`config.mk`:
```
export PLATFORM = sky130hd
export DESIGN_NAME = periph_irq_sources
export DESIGN_NICKNAME = d
export VERILOG_FILES = /design/src/design/pis_pkg.sv /design/src/design/periph_irq_sources.sv
export SDC_FILE = /design/constraint.sdc
export NUM_CORES = 1
export LEC_CHECK = 0
export ABC_AREA = 1
export BUFFER_PORTS_ARGS = -buffer_cell sky130_fd_sc_hd__buf_2
export CORE_MARGIN = 2
export CORE_UTILIZATION = 35
export CTS_BUF_LIST = sky130_fd_sc_hd__clkbuf_4 sky130_fd_sc_hd__clkbuf_8
export DETAILED_ROUTE_END_ITERATION = 8
export GPL_TIMING_DRIVEN = 0
export PLACE_DENSITY = 0.64
export SYNTH_ARGS = -nofsm -noshare
export SYNTH_HDL_FRONTEND = slang
export SYNTH_SLANG_ARGS = --single-unit
```
`constraint.sdc`:
```
create_clock -name i_sys_clk -period 3.7 [get_ports i_sys_clk]
set_clock_uncertainty 0.1 [all_clocks]
set_input_delay 0.37 -clock i_sys_clk [delete_from_list [all_inputs] [get_ports i_sys_clk]]
set_output_delay 0.37 -clock i_sys_clk [all_outputs]
set_load 0.005 [all_outputs]
```
`src/design/pis_pkg.sv`:
```
// constants and carriers for the peripheral interrupt source block
// How it works
// - timer wrap to zero after modulo sets flag
// - channel capture or compare sets channel flag
// - serial byte into receive register sets flag
// - serial byte into shifter sets empty flag
// - select pin misuse sets fault when enabled
// - byte before read sets overflow; shared enable
// - async data handed to shifter sets flag
// - all empty, no break/idle: done flag
// - async character loaded sets receive full
// - ten or eleven ones set quiet flag
// - unread character overrun raises serial error
// - noise on any bit raises serial error
// - zero stop bit raises serial error
// - parity failure raises serial error
// - any keyboard pin low latches request
// - converter interrupts when enabled, else done flag
// - timebase rollover sets tick; ack clears
// - each empty transmit slot gated separately
// - correct message received sets receive flag
// - bus activity while asleep sets wake flag
// - both buffers full plus new frame: overrun
// - error counter thresholds set warn/passive/off
package pis_pkg;

    // ----
    // register map (byte addresses)
    // ----
    localparam logic [3:0]  OFS_ENABLE = 4'h0;
    localparam logic [3:0]  OFS_FLAGS  = 4'h4;
    localparam logic [3:0]  OFS_CTRL   = 4'h8;
    localparam logic [3:0]  OFS_STATUS = 4'hc;
    localparam logic [31:0] ENABLE_RST = 32'h0000_0000;
    localparam logic [7:0]  CTRL_RST   = 8'h00;

    // ----
    // flag and enable bit positions
    // ----
    localparam int F_WRAP = 0, F_CH0 = 1, F_CH1 = 2, F_SPRX = 3;
    localparam int F_SPTX = 4, F_SFLT = 5, F_SOVF = 6, F_TXDE = 7;
    localparam int F_TXDN = 8, F_RXF = 9, F_QUIET = 10, F_ORUN = 11;
    localparam int F_NOISE = 12, F_STOP = 13, F_PAR = 14, F_KBD = 15;
    localparam int F_ADC = 16, F_TICK = 17, F_CRX = 18, F_WAKE = 19;
    localparam int F_BOVR = 20, F_RWRN = 21, F_TWRN = 22, F_RPAS = 23;
    localparam int F_TPAS = 24, F_BOFF = 25, F_SLOT = 26;
    localparam int NFLAG = 26;

    // ctrl and status fields
    localparam int C_FAULT_EN = 0, C_SPI_MASTER = 1, C_NINE_BIT = 2;
    localparam int C_TB_EN = 3, C_RATE = 4, C_TICK_ACK = 7;
    localparam int S_SLOT = 0, S_CONV_DONE = 3, S_RX_PIN = 4;

    // ----
    // thresholds and timing
    // ----
    localparam logic [15:0] TIM_WRAP_VALUE = 16'h0000;
    localparam logic [3:0]  QUIET_BITS_8   = 4'ha;
    localparam logic [3:0]  QUIET_BITS_9   = 4'hb;
    localparam logic [7:0]  CAN_WARN       = 8'h60;
    localparam logic [7:0]  CAN_PASSIVE    = 8'h7f;
    localparam logic [8:0]  CAN_BUSOFF     = 9'h0ff;
    localparam int          TICK_BASE      = 3;
    localparam int          TB_WIDTH       = 18;

    // ----
    // carriers
    // ----
    typedef struct packed {
        logic [1:0] tim_ch;
        logic       spi_rx_load;
        logic       spi_tx_load;
        logic       spi_byte_in;
        logic       spi_busy;
        logic       sci_tx_load;
        logic       sci_shift_empty;
        logic       sci_data_empty;
        logic       sci_special;
        logic       sci_rx_load;
        logic       sci_bit_tick;
        logic       sci_noise;
        logic       sci_stop_strobe;
        logic       sci_stop_bit;
        logic       sci_parity_err;
        logic       adc_done;
        logic       adc_read;
        logic [2:0] can_tx_empty;
        logic       can_rx_done;
        logic       can_sleep;
        logic       can_bus_active;
        logic       can_both_full;
        logic       can_rx_start;
    } periph_ev_s;

    typedef struct packed {
        logic tim_ch0;
        logic tim_ch1;
        logic tim_wrap;
        logic spi_rx;
        logic spi_tx;
        logic sci_err;
        logic sci_rx;
        logic sci_tx;
        logic kbd;
        logic adc;
        logic tick;
        logic can_wake;
        logic can_err;
        logic can_rx;
        logic can_tx;
    } irq_req_s;

endpackage

```
`src/design/periph_irq_sources.sv`:
```
// interrupt flags, enables and request gating for peripheral sources
`timescale 1ns/100ps
module periph_irq_sources #(
    parameter int TIM_W = 16
) (
    // clock and reset
    input  wire logic                 i_sys_clk,
    input  wire logic                 i_rst_n,
    // avalon-mm slave
    input  wire logic [3:0]           i_address,
    input  wire logic                 i_read,
    input  wire logic                 i_write,
    input  wire logic [31:0]          i_writedata,
    input  wire logic [3:0]           i_byteenable,
    output logic      [31:0]          o_readdata,
    output logic                      o_waitrequest,
    // peripheral events, same clock
    input  wire pis_pkg::periph_ev_s  i_ev,
    input  wire logic [TIM_W-1:0]     i_tim_count,
    input  wire logic [TIM_W-1:0]     i_tim_modulo,
    input  wire logic [7:0]           i_can_rx_err,
    input  wire logic [8:0]           i_can_tx_err,
    // pins
    input  wire logic                 i_slave_select_pin,
    input  wire logic                 i_rx_pin,
    input  wire logic [7:0]           i_keyboard_input_pins,
    // requests to cpu
    output pis_pkg::irq_req_s         o_irq,
    output logic                      o_conversion_done_flag
);

    // ----
    // registers and state
    // ----
    logic [31:0]                  enable;
    logic [7:0]                   ctrl;
    logic [pis_pkg::NFLAG-1:0]    flags;
    logic [pis_pkg::NFLAG-1:0]    next_flags;
    logic [pis_pkg::NFLAG-1:0]    set_v;
    logic [pis_pkg::NFLAG-1:0]    clr_v;
    logic [31:0]                  rd_mux;
    logic                         wr_take;
    logic [31:0]                  be_mask;
    logic                         tick_ack;

    logic [1:0]                   ss_sync;
    logic [1:0]                   rx_sync;
    logic [7:0]                   kbd_s1;
    logic [7:0]                   kbd_s2;
    logic                         ss_d;
    logic [TIM_W-1:0]             tim_prev;
    logic                         done_cond_d;
    logic [3:0]                   ones_cnt;
    logic [7:0]                   rx_err_d;
    logic [8:0]                   tx_err_d;
    logic [pis_pkg::TB_WIDTH-1:0] tb_cnt;
    logic                         tb_roll;
    logic                         done_cond;
    logic [3:0]                   quiet_need;

    // ----
    // helpers
    // ----
    function automatic logic [31:0] lane_mask(input logic [3:0] be);
        lane_mask = {{8{be[3]}}, {8{be[2]}}, {8{be[1]}}, {8{be[0]}}};
    endfunction

    // low bits that must be all ones for a rollover at this rate
    function automatic logic [pis_pkg::TB_WIDTH-1:0] tb_span(input logic [2:0] sel);
        int n;
        n = pis_pkg::TICK_BASE + 2 * int'(sel);
        tb_span = pis_pkg::TB_WIDTH'((64'h1 << n) - 64'h1);
    endfunction

    // rising crossing of a threshold on a counter
    function automatic logic crossed(input logic [8:0] prev, input logic [8:0] cur,
                                     input logic [8:0] lim, input logic gt);
        if (gt)
            crossed = (cur > lim) && !(prev > lim);
        else
            crossed = (cur >= lim) && !(prev >= lim);
    endfunction

    // ----
    // pin synchronisers
    // ----
    always_ff @(posedge i_sys_clk) begin
        if (!i_rst_n) begin
            ss_sync <= 2'h3;
            rx_sync <= 2'h3;
            kbd_s1  <= 8'hff;
            kbd_s2  <= 8'hff;
        end else begin
            ss_sync <= {ss_sync[0], i_slave_select_pin};
            rx_sync <= {rx_sync[0], i_rx_pin};
            kbd_s1  <= i_keyboard_input_pins;
            kbd_s2  <= kbd_s1;
        end
    end

    // ----
    // history of inputs for edge and crossing detection
    // ----
    always_ff @(posedge i_sys_clk) begin
        if (!i_rst_n) begin
            ss_d        <= 1'h1;
            tim_prev    <= '0;
            done_cond_d <= 1'h0;
            rx_err_d    <= 8'h00;
            tx_err_d    <= 9'h000;
        end else begin
            ss_d        <= ss_sync[1];
            tim_prev    <= i_tim_count;
            done_cond_d <= done_cond;
            rx_err_d    <= i_can_rx_err;
            tx_err_d    <= i_can_tx_err;
        end
    end

    // break or idle in progress blocks completion
    assign done_cond = i_ev.sci_shift_empty && i_ev.sci_data_empty && !i_ev.sci_special;

    // ----
    // quiet line counter on the receive pin
    // ----
    assign quiet_need = ctrl[pis_pkg::C_NINE_BIT] ? pis_pkg::QUIET_BITS_9
                                                  : pis_pkg::QUIET_BITS_8;

    always_ff @(posedge i_sys_clk) begin
        if (!i_rst_n) begin
            ones_cnt <= 4'h0;
        end else if (i_ev.sci_bit_tick) begin
            if (!rx_sync[1])
                ones_cnt <= 4'h0;
            else if (ones_cnt != 4'hf)
                ones_cnt <= ones_cnt + 4'h1;
        end
    end

    // ----
    // timebase counter chain
    // ----
    assign tb_roll = ctrl[pis_pkg::C_TB_EN]
                  && ((tb_cnt & tb_span(ctrl[pis_pkg::C_RATE +: 3]))
                      == tb_span(ctrl[pis_pkg::C_RATE +: 3]));

    always_ff @(posedge i_sys_clk) begin
        if (!i_rst_n)
            tb_cnt <= '0;
        else if (ctrl[pis_pkg::C_TB_EN])
            tb_cnt <= tb_cnt + pis_pkg::TB_WIDTH'(1);
        else
            tb_cnt <= '0;
    end

    // ----
    // flag set sources
    // ----
    always_comb begin
        set_v = '0;
        set_v[pis_pkg::F_WRAP] = (i_tim_count == TIM_W'(pis_pkg::TIM_WRAP_VALUE))
                              && (tim_prev == i_tim_modulo)
                              && (tim_prev != i_tim_count);
        set_v[pis_pkg::F_CH0]  = i_ev.tim_ch[0];
        set_v[pis_pkg::F_CH1]  = i_ev.tim_ch[1];
        set_v[pis_pkg::F_SPRX] = i_ev.spi_rx_load;
        set_v[pis_pkg::F_SPTX] = i_ev.spi_tx_load;
        if (ctrl[pis_pkg::C_FAULT_EN]) begin
            if (ctrl[pis_pkg::C_SPI_MASTER])
                set_v[pis_pkg::F_SFLT] = !ss_sync[1];
            else
                set_v[pis_pkg::F_SFLT] = i_ev.spi_busy && ss_sync[1] && !ss_d;
        end
        set_v[pis_pkg::F_SOVF] = i_ev.spi_byte_in && flags[pis_pkg::F_SPRX];
        set_v[pis_pkg::F_TXDE] = i_ev.sci_tx_load;
        set_v[pis_pkg::F_TXDN] = done_cond && !done_cond_d;
        set_v[pis_pkg::F_RXF]  = i_ev.sci_rx_load;
        set_v[pis_pkg::F_QUIET] = i_ev.sci_bit_tick && rx_sync[1]
                               && (ones_cnt + 4'h1 == quiet_need);
        set_v[pis_pkg::F_ORUN] = i_ev.sci_rx_load && flags[pis_pkg::F_RXF];
        set_v[pis_pkg::F_NOISE] = i_ev.sci_noise;
        set_v[pis_pkg::F_STOP] = i_ev.sci_stop_strobe && !i_ev.sci_stop_bit;
        set_v[pis_pkg::F_PAR]  = i_ev.sci_parity_err;
        set_v[pis_pkg::F_KBD]  = !(&kbd_s2);
        set_v[pis_pkg::F_ADC]  = i_ev.adc_done && enable[pis_pkg::F_ADC];
        set_v[pis_pkg::F_TICK] = tb_roll;
        set_v[pis_pkg::F_CRX]  = i_ev.can_rx_done;
        set_v[pis_pkg::F_WAKE] = i_ev.can_sleep && i_ev.can_bus_active;
        set_v[pis_pkg::F_BOVR] = i_ev.can_both_full && i_ev.can_rx_start;
        set_v[pis_pkg::F_RWRN] = crossed({1'h0, rx_err_d}, {1'h0, i_can_rx_err},
                                         {1'h0, pis_pkg::CAN_WARN}, 1'h0);
        set_v[pis_pkg::F_TWRN] = crossed(tx_err_d, i_can_tx_err,
                                         {1'h0, pis_pkg::CAN_WARN}, 1'h0);
        set_v[pis_pkg::F_RPAS] = crossed({1'h0, rx_err_d}, {1'h0, i_can_rx_err},
                                         {1'h0, pis_pkg::CAN_PASSIVE}, 1'h1);
        set_v[pis_pkg::F_TPAS] = crossed(tx_err_d, i_can_tx_err,
                                         {1'h0, pis_pkg::CAN_PASSIVE}, 1'h1);
        set_v[pis_pkg::F_BOFF] = crossed(tx_err_d, i_can_tx_err,
                                         pis_pkg::CAN_BUSOFF, 1'h1);
    end

    // ----
    // bus access
    // ----
    // write lands on the edge where waitrequest is seen low
    assign wr_take  = i_write && !o_waitrequest;
    assign be_mask  = lane_mask(i_byteenable);
    assign tick_ack = wr_take && (i_address == pis_pkg::OFS_CTRL)
                   && i_byteenable[0] && i_writedata[pis_pkg::C_TICK_ACK];

    always_comb begin
        clr_v = '0;
        if (wr_take && i_address == pis_pkg::OFS_FLAGS)
            clr_v = i_writedata[pis_pkg::NFLAG-1:0] & be_mask[pis_pkg::NFLAG-1:0];
        // tick clears only through its own acknowledge
        clr_v[pis_pkg::F_TICK] = tick_ack;
    end

    // a source event in the clearing cycle survives
    assign next_flags = (flags & ~clr_v) | set_v;

    always_ff @(posedge i_sys_clk) begin
        if (!i_rst_n)
            flags <= '0;
        else
            flags <= next_flags;
    end

    always_ff @(posedge i_sys_clk) begin
        if (!i_rst_n) begin
            enable <= pis_pkg::ENABLE_RST;
            ctrl   <= pis_pkg::CTRL_RST;
        end else if (wr_take) begin
            if (i_address == pis_pkg::OFS_ENABLE)
                enable <= (enable & ~be_mask) | (i_writedata & be_mask);
            if (i_address == pis_pkg::OFS_CTRL && i_byteenable[0])
                ctrl <= {1'h0, i_writedata[6:0]};
        end
    end

    // completion bit used only while the converter interrupt is off
    always_ff @(posedge i_sys_clk) begin
        if (!i_rst_n)
            o_conversion_done_flag <= 1'h0;
        else if (i_ev.adc_done && !enable[pis_pkg::F_ADC])
            o_conversion_done_flag <= 1'h1;
        else if (i_ev.adc_read || enable[pis_pkg::F_ADC])
            o_conversion_done_flag <= 1'h0;
    end

    always_comb begin
        rd_mux = 32'h0000_0000;
        unique case (i_address)
            pis_pkg::OFS_ENABLE: rd_mux = enable;
            pis_pkg::OFS_FLAGS: begin
                rd_mux[pis_pkg::NFLAG-1:0] = flags;
                rd_mux[pis_pkg::F_SLOT +: 3] = i_ev.can_tx_empty;
            end
            pis_pkg::OFS_CTRL: rd_mux[7:0] = ctrl;
            pis_pkg::OFS_STATUS: begin
                rd_mux[pis_pkg::S_SLOT +: 3] = i_ev.can_tx_empty;
                rd_mux[pis_pkg::S_CONV_DONE] = o_conversion_done_flag;
                rd_mux[pis_pkg::S_RX_PIN]    = rx_sync[1];
            end
            default: rd_mux = 32'h0000_0000;
        endcase
    end

    // one wait cycle, then a single-cycle answer
    always_ff @(posedge i_sys_clk) begin
        if (!i_rst_n) begin
            o_waitrequest <= 1'h1;
            o_readdata    <= 32'h0000_0000;
        end else if ((i_read || i_write) && o_waitrequest) begin
            o_waitrequest <= 1'h0;
            o_readdata    <= i_read ? rd_mux : 32'h0000_0000;
        end else begin
            o_waitrequest <= 1'h1;
        end
    end

    // ----
    // request gating
    // ----
    always_ff @(posedge i_sys_clk) begin
        if (!i_rst_n) begin
            o_irq <= '0;
        end else begin
            o_irq.tim_wrap <= flags[pis_pkg::F_WRAP] && enable[pis_pkg::F_WRAP];
            o_irq.tim_ch0  <= flags[pis_pkg::F_CH0] && enable[pis_pkg::F_CH0];
            o_irq.tim_ch1  <= flags[pis_pkg::F_CH1] && enable[pis_pkg::F_CH1];
            o_irq.spi_rx   <= |(flags[pis_pkg::F_SPRX +: 1] & enable[pis_pkg::F_SPRX +: 1])
                           || ((flags[pis_pkg::F_SFLT] || flags[pis_pkg::F_SOVF])
                               && enable[pis_pkg::F_SOVF]);
            o_irq.spi_tx   <= flags[pis_pkg::F_SPTX] && enable[pis_pkg::F_SPTX];
            o_irq.sci_err  <= |(flags[pis_pkg::F_ORUN +: 4]
                                & enable[pis_pkg::F_ORUN +: 4]);
            o_irq.sci_rx   <= |(flags[pis_pkg::F_RXF +: 2]
                                & enable[pis_pkg::F_RXF +: 2]);
            o_irq.sci_tx   <= |(flags[pis_pkg::F_TXDE +: 2]
                                & enable[pis_pkg::F_TXDE +: 2]);
            o_irq.kbd      <= flags[pis_pkg::F_KBD] && enable[pis_pkg::F_KBD];
            o_irq.adc      <= flags[pis_pkg::F_ADC] && enable[pis_pkg::F_ADC];
            o_irq.tick     <= flags[pis_pkg::F_TICK] && enable[pis_pkg::F_TICK];
            o_irq.can_wake <= flags[pis_pkg::F_WAKE] && enable[pis_pkg::F_WAKE];
            o_irq.can_err  <= |(flags[pis_pkg::F_BOVR +: 6]
                                & enable[pis_pkg::F_BOVR +: 6]);
            o_irq.can_rx   <= flags[pis_pkg::F_CRX] && enable[pis_pkg::F_CRX];
            o_irq.can_tx   <= |(i_ev.can_tx_empty & enable[pis_pkg::F_SLOT +: 3]);
        end
    end

endmodule

```
==> run_results.csv <==
group,metric,value,unit
clock_tree,cts_max_level,4,
finish,syn2layout_area_growth,26.1,%
grt,grt_usage,0.196,
clock_tree,ctsResizeCount,0,
worst_hold_path,holdPathStages,3,
grt,grt_pass1_vias,6706,
grt,grt_max_degree,21,
worst_setup_path,rr_worst_depth,10,
logic_synthesis,syn_inst,1035,
placement,port_buffers,165,
finish,multi_input_area,0.00331,mm²
sta,tightest_slew,0.806,ns
clock_tree,clock_latency,0.47,ns
worst_setup_path,worstPathMaxFanout,9,
logic_synthesis,synth_ff_type,"dfxtp_1",
floorplan,die_x,151,µm
route,wl_per_cell,14.3,µm
grt,antenna_found_initial,0,
clock_tree,clock_sinks,181,
clock_tree,cts_max_path_buffers,2,
finish,seq_area,0.00362,mm²
worst_setup_path,path_class,"reg -> reg",
placement,dp_hpwl,16700,µm
power,powerDensity,397,mW/mm²
logic_synthesis,ys_warn_count,0,
sta,fin_crit_sh,0.493,
sta,setup_tns,0,ns
logic_synthesis,postSynth.asyncResetShare,0,
logic_synthesis,syn_area_per_cell,7.33,µm²
clock_tree,cts_root_buf,"clkbuf_8",
placement,place_ws,1.73,ns
route,first_pass_iters,5,
floorplan,start_util,0.359,
route,viasPerCell,4.72,
worst_setup_path,crit_required,3.93,ns
finish,fin_util,0.452,
power,irDropWorstVdd,0.000236,V
floorplan,rows,53,
floorplan,design.die.area,0.0229,mm²
finish,insertedDiodeCount,0,
grt,grt.overflow.total,0,
sta,timing.final.crit_period,1.82,ns
worst_hold_path,worstHoldPathType,"in -> reg",
logic_synthesis,syn_area,0.00759,mm²
route,routed_wl,22100,µm
outcome,status,"finished, final reports clean",
logic_synthesis,ys_seq_area_frac,0.478,
floorplan,ioPinCount,178,
route,drtIter0Drc,434,
sta,drv_slew,0,
logic_synthesis,ys_top_cells_by_area,"dfxtp_1 (48%), nand2_1 (15%), inv_1 (5.7%)",
clock_tree,cts.clk_slew.worst_paths,0.11,ns
run,drv_cap,0,
route,antenna_left,0,
logic_synthesis,syn_nets,1167,
finish,fill_cells,2150,
logic_synthesis,yosys_register_bits,181,
route,vias,7286,
worst_setup_path,cp_data_arrival_time,2.05,ns
grt,grt_pass1_wl,34400,µm
floorplan,die_y,151,µm
finish,drive_gt1_frac,0.203,
sta,finalHoldViolations,0,
finish,nets,1388,
floorplan,core_area,0.0212,mm²
clock_tree,cts_buffers,17,
route,drcViolationCount,0,
logic_synthesis,yosysMostFrequentCell,"nand2_1",
sta,rsz0062_at_grt,"false",
sta,max-slew-margin-rel,0.462,
logic_synthesis,synth_commonest_cells,"nand2_1 (307), dfxtp_1 (181), inv_1 (116)",
placement,place_area,0.00876,mm²
power,p_leak,0.00429,µW
clock_tree,post_cts_buffers,0,
finish,fin_area,0.00956,mm²
logic_synthesis,synth_edf_count,0,
sta,max_freq,0.548,GHz
sta,worst_slack,1.88,ns
sta,finalSetupViolCount,0,
placement,gp_congestion,0.867,
worst_setup_path,crit_path_end_kind,"flip-flop",
logic_synthesis,synth_top_area_frac,0.478,
logic_synthesis,yosys.area.top_type,"dfxtp_1",
clock_tree,cts_tree,"yes",
worst_setup_path,cp-start-kind,"flip-flop",
logic_synthesis,ys_types,44,
==> timing repair <==
item | 4_1_cts | 5_1_grt
hold buffers | 37 | 0
hold endpoints to repair | 37 | 0
endpoints found under the setup margin | 0 | 0
==> cell type report <==
| type | count | share of cell area |
|---|---|---|
| inverters | 124 | 0.0492 |
| clock buffers | 17 | 0.0245 |
| repair buffers | 202 | 0.125 |
| well taps | 275 | 0.0360 |
| multi-input cells | 696 | 0.347 |
| flip-flops and latches | 181 | 0.379 |
| clock inverters | 15 | 0.0212 |
| plain buffers | 34 | 0.0187 |
==> report_power, final <==
part	internal (µW)	switching (µW)
sequential	2000	31.3
clock	588	844
combinational	142	193
total	2730	1070
==> cells in the final DEF (no fill, tap or decap), types with 3 or more instances in the layout <==
cell / synthesis / layout
nand2_1: 307 / 307
inv_2: 6 / 6
or2_2: 21 / 21
clkinv_8: 0 / 5
dfxtp_1: 181 / 181
nand3_1: 50 / 50
buf_2: 2 / 167
clkinv_4: 1 / 3
dlygate4sd3_1: 0 / 37
ha_1: 3 / 3
a211oi_1: 3 / 3
a21oi_1: 83 / 83
nand2_2: 6 / 6
nor2_1: 94 / 94
xnor2_1: 8 / 8
nand4_1: 6 / 6
nor2_4: 5 / 5
o2111ai_1: 3 / 3
clkbuf_1: 22 / 22
a211oi_2: 5 / 5
nor3_1: 16 / 16
a22oi_1: 5 / 5
buf_4: 6 / 6
a31oi_1: 20 / 20
inv_8: 0 / 5
xor2_1: 9 / 9
inv_1: 116 / 116
o21ai_0: 34 / 34
clkbuf_8: 0 / 17
==> metal layers <==
| metal | part of all wire | vias to the layer above | track usage |
|---|---|---|---|
| met4 | 0.035 | 0 | 0.0925 |
| li1 | - | 3739 | - |
| met5 | 0 | - | 0 |
| met3 | 0.058 | 47 | 0.0364 |
| met2 | 0.46 | 218 | 0.312 |
| met1 | 0.45 | 3282 | 0.258 |
==> logic make-up after synthesis <==
group | share of synthesized area
AND/OR/NAND/NOR | 0.286
flip-flops | 0.478
AO/OA/AOI/OAI | 0.125
buffers and inverters | 0.0856
XOR/XNOR | 0.0196
adder cells (fa/ha/maj) | 0.00495
other | 0.000494
==> final timing paths <==
check	startpoint	endpoint	slack (ns)
setup reg to reg	ctrl[6]$_SDFFE_PN0P_	flags[17]$_SDFF_PN0_	1.88
setup / recovery	ctrl[6]$_SDFFE_PN0P_	flags[17]$_SDFF_PN0_	1.88
hold / removal	i_ev[17]	done_cond_d$_SDFF_PN0_	0.02
hold reg to reg	kbd_s1[1]$_SDFF_PN1_	kbd_s2[1]$_SDFF_PN1_	0.32
==> worst max-delay path, stage by stage (launching register included) <==
cell,delay [ns]
dfxtp_1,0.40
clkinv_1,0.25
nand2_1,0.17
ha_1,0.24
inv_1,0.07
o21ai_0,0.15
nor2_1,0.07
nand2_1,0.07
nor2_1,0.04
nand3_1,0.07
a21oi_1,0.06
==> through the flow <==
step,instances,total power [µW],hold slack (ns)
after global placement,1475,2370,0.295
after global routing,1544,3950,0.0139
final,1544,3790,0.0243
after detailed placement,1475,2380,0.297
after floorplan,1035,2220,0.293
after CTS,1544,3840,0.000699
(Power assumes the default switching activity.)
